--- src/dsr_pkg.sv ---
package dsr_pkg;
	// debug control block word addresses
	localparam logic [31:0] ADDR_HALT_CTRL   = 32'hE000EDF0;
	localparam logic [31:0] ADDR_CORE_SEL    = 32'hE000EDF4;
	localparam logic [31:0] ADDR_CORE_DATA   = 32'hE000EDF8;
	localparam logic [31:0] ADDR_EXC_MON     = 32'hE000EDFC;
	localparam logic [31:0] ADDR_EXT_LO      = 32'hE000EE00;
	localparam logic [31:0] ADDR_EXT_HI      = 32'hE000EEFF;
	// system control block words, placed inside its space
	localparam logic [31:0] ADDR_SYS_HANDLER = 32'hE000ED24;
	localparam logic [31:0] ADDR_EVENT_CAUSE = 32'hE000ED30;

	// halting control fields
	localparam int          KEY_MSB          = 31;
	localparam int          KEY_LSB          = 16;
	localparam logic [15:0] WRITE_KEY        = 16'hA05F;
	localparam int          HC_DEBUGEN       = 0;
	localparam int          HC_HALT          = 1;
	localparam int          HC_STEP          = 2;
	localparam int          HC_MASKINTS      = 3;
	localparam logic [15:0] HC_CTRL_MASK     = 16'h000F;
	localparam int          HC_S_HALT        = 17;

	// system handler state field
	localparam int          SH_SVC_PEND      = 15;

	// event cause fields
	localparam int          EC_HALTED        = 0;
	localparam int          EC_BREAKPOINT    = 1;
	localparam int          EC_WATCH         = 2;
	localparam int          EC_VECTOR        = 3;
	localparam int          EC_EXTERNAL      = 4;
	localparam int          EC_WIDTH         = 5;

	// reset values
	localparam logic [31:0] RST_WORD         = 32'h0000_0000;
	localparam logic [4:0]  RST_CAUSE        = 5'h00;
endpackage : dsr_pkg

--- src/dsr_block.sv ---
`timescale 1ns/1ps
// Functional notes
// halting control at E000EDF0 read-write, core selector at E000EDF4 write-only.
// core data at E000EDF8 and exception monitor control at E000EDFC, read-write.
// E000EE00 to E000EEFF reserved: reads zero, writes ignored.
// every debug control block register is one 32-bit word.
// all registers reachable from the debug access port.
// system handler bit 15 reads and writes supervisor call pending.
// pending sets on exception occurrence, clears when exception becomes active.
// event cause: write one clears bit, write zero leaves it.
// halted flag read by a stepped instruction may be arbitrary.
// power-on reset clears all event cause bits.
// local reset leaves event cause register unchanged.
// bit 4 sets on external halt request assertion.
// bit 3 sets on vector catch event.
// bit 2 sets on watch unit debug event.
// bit 1 sets on breakpoint instruction or breakpoint unit match.
// bit 0 sets on halt or step request event.
// reserved bits of event cause and system handler registers.
// completed single step sets halted flag and re-enters halt.
// halting control low half written only with key A05F in top.
// reserved bits read zero, writes to them ignored.
module dsr_block (
	input  wire logic        clk,
	input  wire logic        reset_n,
	input  wire logic        local_reset_n,
	input  wire logic        dap_sel,
	input  wire logic        dap_wr,
	input  wire logic [31:0] dap_addr,
	input  wire logic [31:0] dap_wdata,
	output logic      [31:0] dap_rdata,
	output logic             dap_ack,
	input  wire logic        external_halt_request_in,
	input  wire logic        vector_catch_event,
	input  wire logic        watch_unit_event,
	input  wire logic        breakpoint_event,
	input  wire logic        step_done,
	input  wire logic        svc_occur,
	input  wire logic        svc_activate,
	input  wire logic        core_halted,
	output logic             halt_req_out,
	output logic             step_req_out,
	output logic             debug_en_out,
	output logic             mask_ints_out,
	output logic             core_sel_strobe,
	output logic      [31:0] core_sel_out,
	output logic      [31:0] core_data_out,
	output logic      [31:0] exc_mon_out,
	output logic             supervisor_call_pending
);
	logic [15:0]          hc_ctrl_ff;
	logic [31:0]          core_data_ff;
	logic [31:0]          exc_mon_ff;
	logic [31:0]          core_sel_ff;
	logic                 sel_stb_ff;
	logic                 svc_pend_ff;
	logic [4:0]           cause_ff;
	logic [4:0]           nxt_cause;
	logic [4:0]           cause_set;
	logic [4:0]           cause_clr;
	logic                 wr;
	logic                 halt_req_q;
	logic                 ext_q;

	assign wr = dap_sel & dap_wr;

	// halting control low half, guarded by key; local reset clears it
	always_ff @(posedge clk or negedge reset_n) begin
		if (!reset_n) begin
			hc_ctrl_ff <= dsr_pkg::RST_WORD[15:0];
		end else if (!local_reset_n) begin
			hc_ctrl_ff <= dsr_pkg::RST_WORD[15:0];
		end else if (wr && dap_addr == dsr_pkg::ADDR_HALT_CTRL &&
			dap_wdata[dsr_pkg::KEY_MSB:dsr_pkg::KEY_LSB] == dsr_pkg::WRITE_KEY) begin
			hc_ctrl_ff <= dap_wdata[15:0] & dsr_pkg::HC_CTRL_MASK;
		end else if (step_done) begin
			hc_ctrl_ff[dsr_pkg::HC_HALT] <= 1'b1;
		end
	end

	// plain read-write and write-only words
	always_ff @(posedge clk or negedge reset_n) begin
		if (!reset_n) begin
			core_data_ff <= dsr_pkg::RST_WORD;
			exc_mon_ff   <= dsr_pkg::RST_WORD;
			core_sel_ff  <= dsr_pkg::RST_WORD;
			sel_stb_ff   <= 1'b0;
		end else begin
			sel_stb_ff <= 1'b0;
			if (wr && dap_addr == dsr_pkg::ADDR_CORE_SEL) begin
				core_sel_ff <= dap_wdata;
				sel_stb_ff  <= 1'b1;
			end
			if (wr && dap_addr == dsr_pkg::ADDR_CORE_DATA) begin
				core_data_ff <= dap_wdata;
			end
			if (wr && dap_addr == dsr_pkg::ADDR_EXC_MON) begin
				exc_mon_ff <= dap_wdata;
			end
		end
	end

	// supervisor call pending: debugger write first, then occurrence, then activation
	always_ff @(posedge clk or negedge reset_n) begin
		if (!reset_n) begin
			svc_pend_ff <= 1'b0;
		end else if (wr && dap_addr == dsr_pkg::ADDR_SYS_HANDLER) begin
			svc_pend_ff <= dap_wdata[dsr_pkg::SH_SVC_PEND];
		end else if (svc_occur) begin
			svc_pend_ff <= 1'b1;
		end else if (svc_activate) begin
			svc_pend_ff <= 1'b0;
		end
	end

	// edge detect so a held request records once, not every cycle
	always_ff @(posedge clk or negedge reset_n) begin
		if (!reset_n) begin
			ext_q      <= 1'b0;
			halt_req_q <= 1'b0;
		end else begin
			ext_q      <= external_halt_request_in;
			halt_req_q <= hc_ctrl_ff[dsr_pkg::HC_HALT] & hc_ctrl_ff[dsr_pkg::HC_DEBUGEN];
		end
	end

	// event cause sources and write-one-clear; set wins over clear
	always_comb begin
		cause_set = '0;
		cause_set[dsr_pkg::EC_EXTERNAL] = external_halt_request_in & ~ext_q;
		cause_set[dsr_pkg::EC_VECTOR]     = vector_catch_event;
		cause_set[dsr_pkg::EC_WATCH]      = watch_unit_event;
		cause_set[dsr_pkg::EC_BREAKPOINT] = breakpoint_event;
		cause_set[dsr_pkg::EC_HALTED]   = (hc_ctrl_ff[dsr_pkg::HC_HALT]
			& hc_ctrl_ff[dsr_pkg::HC_DEBUGEN] & ~halt_req_q) | step_done;
		cause_clr = '0;
		if (wr && dap_addr == dsr_pkg::ADDR_EVENT_CAUSE) begin
			cause_clr = dap_wdata[dsr_pkg::EC_WIDTH-1:0];
		end
		nxt_cause = (cause_ff & ~cause_clr) | cause_set;
	end

	// only power-on reset touches the cause bits
	always_ff @(posedge clk or negedge reset_n) begin
		if (!reset_n) begin
			cause_ff <= dsr_pkg::RST_CAUSE;
		end else begin
			cause_ff <= nxt_cause;
		end
	end

	// read port; a stepped read of halted is not special-cased
	always_ff @(posedge clk or negedge reset_n) begin
		if (!reset_n) begin
			dap_rdata <= dsr_pkg::RST_WORD;
			dap_ack   <= 1'b0;
		end else begin
			dap_ack   <= dap_sel;
			dap_rdata <= dsr_pkg::RST_WORD;
			if (dap_sel && !dap_wr) begin
				case (dap_addr)
					dsr_pkg::ADDR_HALT_CTRL: begin
						dap_rdata[15:0] <= hc_ctrl_ff;
						dap_rdata[dsr_pkg::HC_S_HALT] <= core_halted;
					end
					dsr_pkg::ADDR_CORE_DATA: begin
						dap_rdata <= core_data_ff;
					end
					dsr_pkg::ADDR_EXC_MON: begin
						dap_rdata <= exc_mon_ff;
					end
					dsr_pkg::ADDR_SYS_HANDLER: begin
						dap_rdata[dsr_pkg::SH_SVC_PEND] <= svc_pend_ff;
					end
					dsr_pkg::ADDR_EVENT_CAUSE: begin
						dap_rdata[dsr_pkg::EC_WIDTH-1:0] <= cause_ff;
					end
					default: begin
						dap_rdata <= dsr_pkg::RST_WORD;
					end
				endcase
			end
		end
	end

	// control outputs straight from flip-flops
	always_comb begin
		halt_req_out            = hc_ctrl_ff[dsr_pkg::HC_HALT];
		step_req_out            = hc_ctrl_ff[dsr_pkg::HC_STEP];
		debug_en_out            = hc_ctrl_ff[dsr_pkg::HC_DEBUGEN];
		mask_ints_out           = hc_ctrl_ff[dsr_pkg::HC_MASKINTS];
		core_sel_strobe         = sel_stb_ff;
		core_sel_out            = core_sel_ff;
		core_data_out           = core_data_ff;
		exc_mon_out             = exc_mon_ff;
		supervisor_call_pending = svc_pend_ff;
	end
endmodule : dsr_block

--- config.mk ---
export PLATFORM = sky130hd
export DESIGN_NAME = dsr_block
export DESIGN_NICKNAME = d
export VERILOG_FILES = /design/src/dsr_pkg.sv /design/src/dsr_block.sv
export SDC_FILE = /design/constraint.sdc
export NUM_CORES = 1
export LEC_CHECK = 0
export ABC_AREA = 1
export BUFFER_PORTS_ARGS = -buffer_cell sky130_fd_sc_hd__buf_2
export CAP_MARGIN = 5
export CORE_MARGIN = 2
export CORE_UTILIZATION = 40
export DETAILED_ROUTE_END_ITERATION = 6
export MAX_ROUTING_LAYER = met4
export PLACE_DENSITY = 0.66
export SLEW_MARGIN = 5
export SYNTH_ARGS = -nofsm -noshare
export SYNTH_HDL_FRONTEND = slang
export SYNTH_SLANG_ARGS = --single-unit
--- constraint.sdc ---
create_clock -name clk -period 1.9 [get_ports clk]
set_input_delay 0.095 -clock clk [delete_from_list [all_inputs] [get_ports clk]]
set_output_delay 0.095 -clock clk [all_outputs]
set_load 0.02 [all_outputs]
---- Word level (Yosys, flattened, before mapping) ----
Cells that the tools add are included.
operators by class
  bitwise gates (word level) .............. 10
  equal/unequal tests ..................... 9
  mux-type cells .......................... 17
  reductions and logical operators ........ 10
operators by type and width
  kind                                                   count
  equality test 32 bit, second input constant            6
  2-to-1 mux 32 bit                                      1
  case mux 10 bit (3 select lines)                       1
  case mux 14 bit (2 select lines)                       1
  case mux 5 bit (4 select lines)                        1
  equality test 16 bit, second input constant            1
  2-to-1 mux 16 bit                                      1
  2-to-1 mux 14 bit                                      1
  logical AND 1 bit                                      8
  2-to-1 mux 1 bit                                       7
  AND 5 bit                                              1
  2-to-1 mux 5 bit                                       1
  NOT 5 bit                                              1
  OR 5 bit                                               1
  AND 1 bit                                              4
  case mux 1 bit (4 select lines)                        1
  inequality test 3 x 1 -> 1 bit, second input constant  1
  case mux 1 bit (3 select lines)                        1
  nonzero test 3 bit                                     1
  inequality test 2 x 1 -> 1 bit, second input constant  1
  NOT 1 bit                                              2
  case mux 1 bit (2 select lines)                        1
  zero test 1 bit                                        1
  OR 1 bit                                               1
word-level totals
  word-level logic and storage cells ...... 58
  output and inout port bits .............. 135
  flip-flop bits (word level) ............. 154

---- Logic depth before layout (Yosys ltp) ----
  word-level depth ........................ 6
  mapped depth ............................ 12
  mapped depth without buffers ............ 11

---- Worst setup path after synthesis ----
Ideal clock, no wire load.
  path type ............................... input to register
  start ................................... in dap_addr[12]
  end ..................................... reg exc_mon_ff[21] (netlist: exc_mon_out[21])
  setup time .............................. 123 ps
  data required time ...................... 1777 ps
  arrival time ............................ 1124 ps
  stages on the path ...................... 11
  setup slack ............................. 653 ps
  cell sequence ........................... inv_1 -> nand2_1 -> nor2_2 -> nand2_2 -> nor2_4 -> nand2_2 -> clkinv_4 -> nand2_4 -> buf_2 -> nand2_1 -> o21ai_1
on the way
  longest elaborated chain between the ends .. 2
RTL lines
  element               line             text
  from (decl)           dsr_block.sv:29  input wire logic [31:0] dap_addr,
  equality test 32 bit  dsr_block.sv:97  if (wr && dap_addr == dsr_pkg::ADDR_EXC_MON) begin
  logical AND 1 bit     dsr_block.sv:97
  to (signal assigned)  dsr_block.sv:85  exc_mon_ff <= dsr_pkg::RST_WORD;
  to (signal assigned)  dsr_block.sv:98  exc_mon_ff <= dap_wdata;
  to (decl)             dsr_block.sv:53  logic [31:0] exc_mon_ff;
Every way passes these cells.
A chain may end at the register's enable or synchronous reset.

---- Worst setup path in the final report ----
  start ................................... in dap_sel
  end ..................................... reg core_data_ff[26] (netlist: core_data_out[26])
on the way
  longest elaborated chain between the ends .. 2
RTL lines
  element               line             text
  from (decl)           dsr_block.sv:27  input wire logic dap_sel,
  AND 1 bit             dsr_block.sv:65  assign wr = dap_sel & dap_wr;
  logical AND 1 bit     dsr_block.sv:94  if (wr && dap_addr == dsr_pkg::ADDR_CORE_DATA) begin
  to (signal assigned)  dsr_block.sv:84  core_data_ff <= dsr_pkg::RST_WORD;
  to (signal assigned)  dsr_block.sv:95  core_data_ff <= dap_wdata;
  to (decl)             dsr_block.sv:52  logic [31:0] core_data_ff;
Every way passes these cells.

==> results.cfg <==
[grt]
antenna_found_initial = 0
overflow = 0
grt_pass1_vias = 5244
grt_pass1_wl_mm = 27.3
grt_max_degree = 66
grt_usage = 0.223

[job]
drv_cap = 0

[synth]
avgSynthCellArea_sq_um = 9.03
netlist_area_sq_um = 6100
synth_warnings = 0
synthAdderAreaFrac = 0
synthFlopType = dfrtp_1
synth-async-reset-ratio = 1.00
syn_inst = 675
synth_edf_count = 0
synthTopCellsByArea = dfrtp_1 (58%), nand2_1 (13%), o21ai_1 (5.3%)
ys_ff_latch = 142
yosysUniqueCellTypes = 27
muxShareOfSynthArea = 0
ys_seq_area_frac = 0.583
yosysTopAreaCell = dfrtp_1
synthSimpleGateAreaFrac = 0.209
synthXorXnorAreaFrac = 0
syn_nets = 752
synth_top_area_frac = 0.583
synth_compound_area_frac = 0.128
synth_top_family_by_area = simple AND/OR/NAND/NOR gates

[critical_path]
critPathLaunchType = input port
cp_max_fo = 64
worstPathRequired_ps = 2180
crit_start = dap_sel
worst_setup_path_end_kind = register
critPathKind = input port to register
reg2reg_to = supervisor_call_pending
reg2reg_slack_ps = 990
arrival_ps = 1800
r2r_cells = 2
worstReg2RegStart = supervisor_call_pending

[cts]
htree_levels = 4
clk_pin_slew_ps = 50
clockBufferDepth = 2
clock-sinks = 142
clock_latency_ps = 410
post_cts_resized = 0
numCtsBuffers = 17
root_buffer = clkbuf_16
cts_tree = yes

[floorplanning]
start_util = 0.406
ios = 212
fp.dieH_um = 127
core_sq_um = 15000
num_rows = 45
die-area_sq_um = 16200
die_w_um = 127

[sta]
max-slew-margin-rel = 0.408
fmax_ghz = 0.659
setup_slack_ps = 382
finalHoldViolCount = 0
fin_worst_skew_ps = 6.74
maxSlewViolCount = 0
finalSetupViolations = 0
rsz0062_at_grt = false
tns_ps = 0
worst_pin_slew_ps = 887
min_period_ps = 1520
finalCritPeriodShare = 0.799

[route]
drtIter0Drc = 319
wl_mm = 16.8
wl_per_cell_um = 14.9
dr_total_vias = 5374
drt_drc_violations_left = 0
via_per_inst = 4.78
dr.pass1.iters = 4
drtAntennaViolNets = 0

[final_layout]
syn_to_final_growth_pct = 35.8
num_antenna_cells = 0
layout_common_cells = nand2_1 (213), buf_2 (210), dfrtp_1 (142), inv_1 (69), o21ai_1 (64)
drive_gt1_frac = 0.318
nFillCells = 1396
final_common_cell = nand2_1
post-route-util = 0.551
final_nets = 1003

[place]
gp_congestion = 0.866
port_buffers = 211
pre_cts_ws_ps = 188
hpwl_mm = 11.7

[hold_path]
holdPathStages = 3
min_from = dap_wdata[27]
hold_class = input port to register
whs_endpoint = core_data_out[27]

[power]
ir_drop_v = 0.000584
total_leakage_power_uw = 0.00453
powerDensity_nw_per_um2 = 825

[outcome]
status = complete, no violations
## per-stage QoR
stage / total power [uW] / cell area, sq um / instances / hold WS, ps
finish: 6840 / 8280 / 1125 / 13.5
global route: 7110 / 8280 / 1125 / 16.3
CTS: 6910 / 8280 / 1125 / 2.10
detailed placement: 3380 / 7290 / 1057 / 63.5
global placement: 3370 / 7290 / 1057 / 56.8
floorplan: 3180 / 6100 / 675 / -201
## sequential cells by signal, indices dropped and copies added (netlist names)
signal and cells:
core_data_out 32, core_sel_out 32, dap_rdata 32, exc_mon_out 32
cause_ff 5, hc_ctrl_ff 4, core_sel_strobe 1, dap_ack 1
ext_q 1, halt_req_q 1, supervisor_call_pending 1
## synth_stat cells, types with 2 or more instances
| master | number |
|---|---|
| nand2_1 | 214 |
| buf_2 | 10 |
| inv_1 | 69 |
| o21ai_2 | 32 |
| dfrtp_1 | 142 |
| nand4_1 | 7 |
| o21ai_1 | 64 |
| nor3_1 | 2 |
| buf_6 | 12 |
| o21ai_0 | 6 |
| nand2_4 | 2 |
| nand3_1 | 29 |
| a21oi_1 | 28 |
| buf_4 | 2 |
| nor2_4 | 3 |
| clkbuf_1 | 3 |
| nor2_1 | 34 |
| nor2_2 | 5 |
| nand2_2 | 3 |
## worst max-delay path, stage by stage
cell and delay (ps):
dlygate4sd3_1 530, buf_2 130, nand2_1 120, inv_1 270, nand2_8 330, nand2_1 210, o21ai_2 70
## power by group
group / switching [uW] / total [uW] / internal (uW)
clock: 1180 / 3460 / 2280
sequential: 4.19 / 3040 / 3030
combinational: 201 / 342 / 141
## kinds of logic after synthesis
kind of cell	count (synthesis)
buf+inv	99
flops	142
compound gates	131
simple gates	303
## what timing repair did
action	in CTS	in global routing
setup endpoints to repair	0	0
hold buffers	38	0
setup buffers	0	0
endpoints found under the hold margin	114	0
## worst max path at each step
stage / end / cells past startpoint
2_1_floorplan: exc_mon_out[21] / 11
3_3_place_gp: core_data_out[5] / 11
3_5_place_dp: exc_mon_out[25] / 12
4_1_cts: core_data_out[26] / 7
5_1_grt: core_data_out[14] / 7
6_report: core_data_out[26] / 7
## final cells by class
| class | count | area, sq um | share of cell area |
|---|---|---|---|
| clock buffers | 23 | 478 | 0.0577 |
| inverters | 72 | 280 | 0.0338 |
| multi-input cells | 434 | 2060 | 0.248 |
| well taps | 188 | 235 | 0.0284 |
| clock inverters | 7 | 135 | 0.0163 |
| repair buffers | 259 | 1540 | 0.186 |
| flip-flops and latches | 142 | 3550 | 0.429 |
## metal layers
layer | vias to the layer above | wire, um | track usage
met5 | - | 0 | -
met4 | 0 | 318 | 0.0808
met3 | 23 | 776 | 0.0473
met2 | 167 | 8340 | 0.358
met1 | 2535 | 7360 | 0.280
li1 | 2649 | - | -
Power figures use the tool's default switching activity.
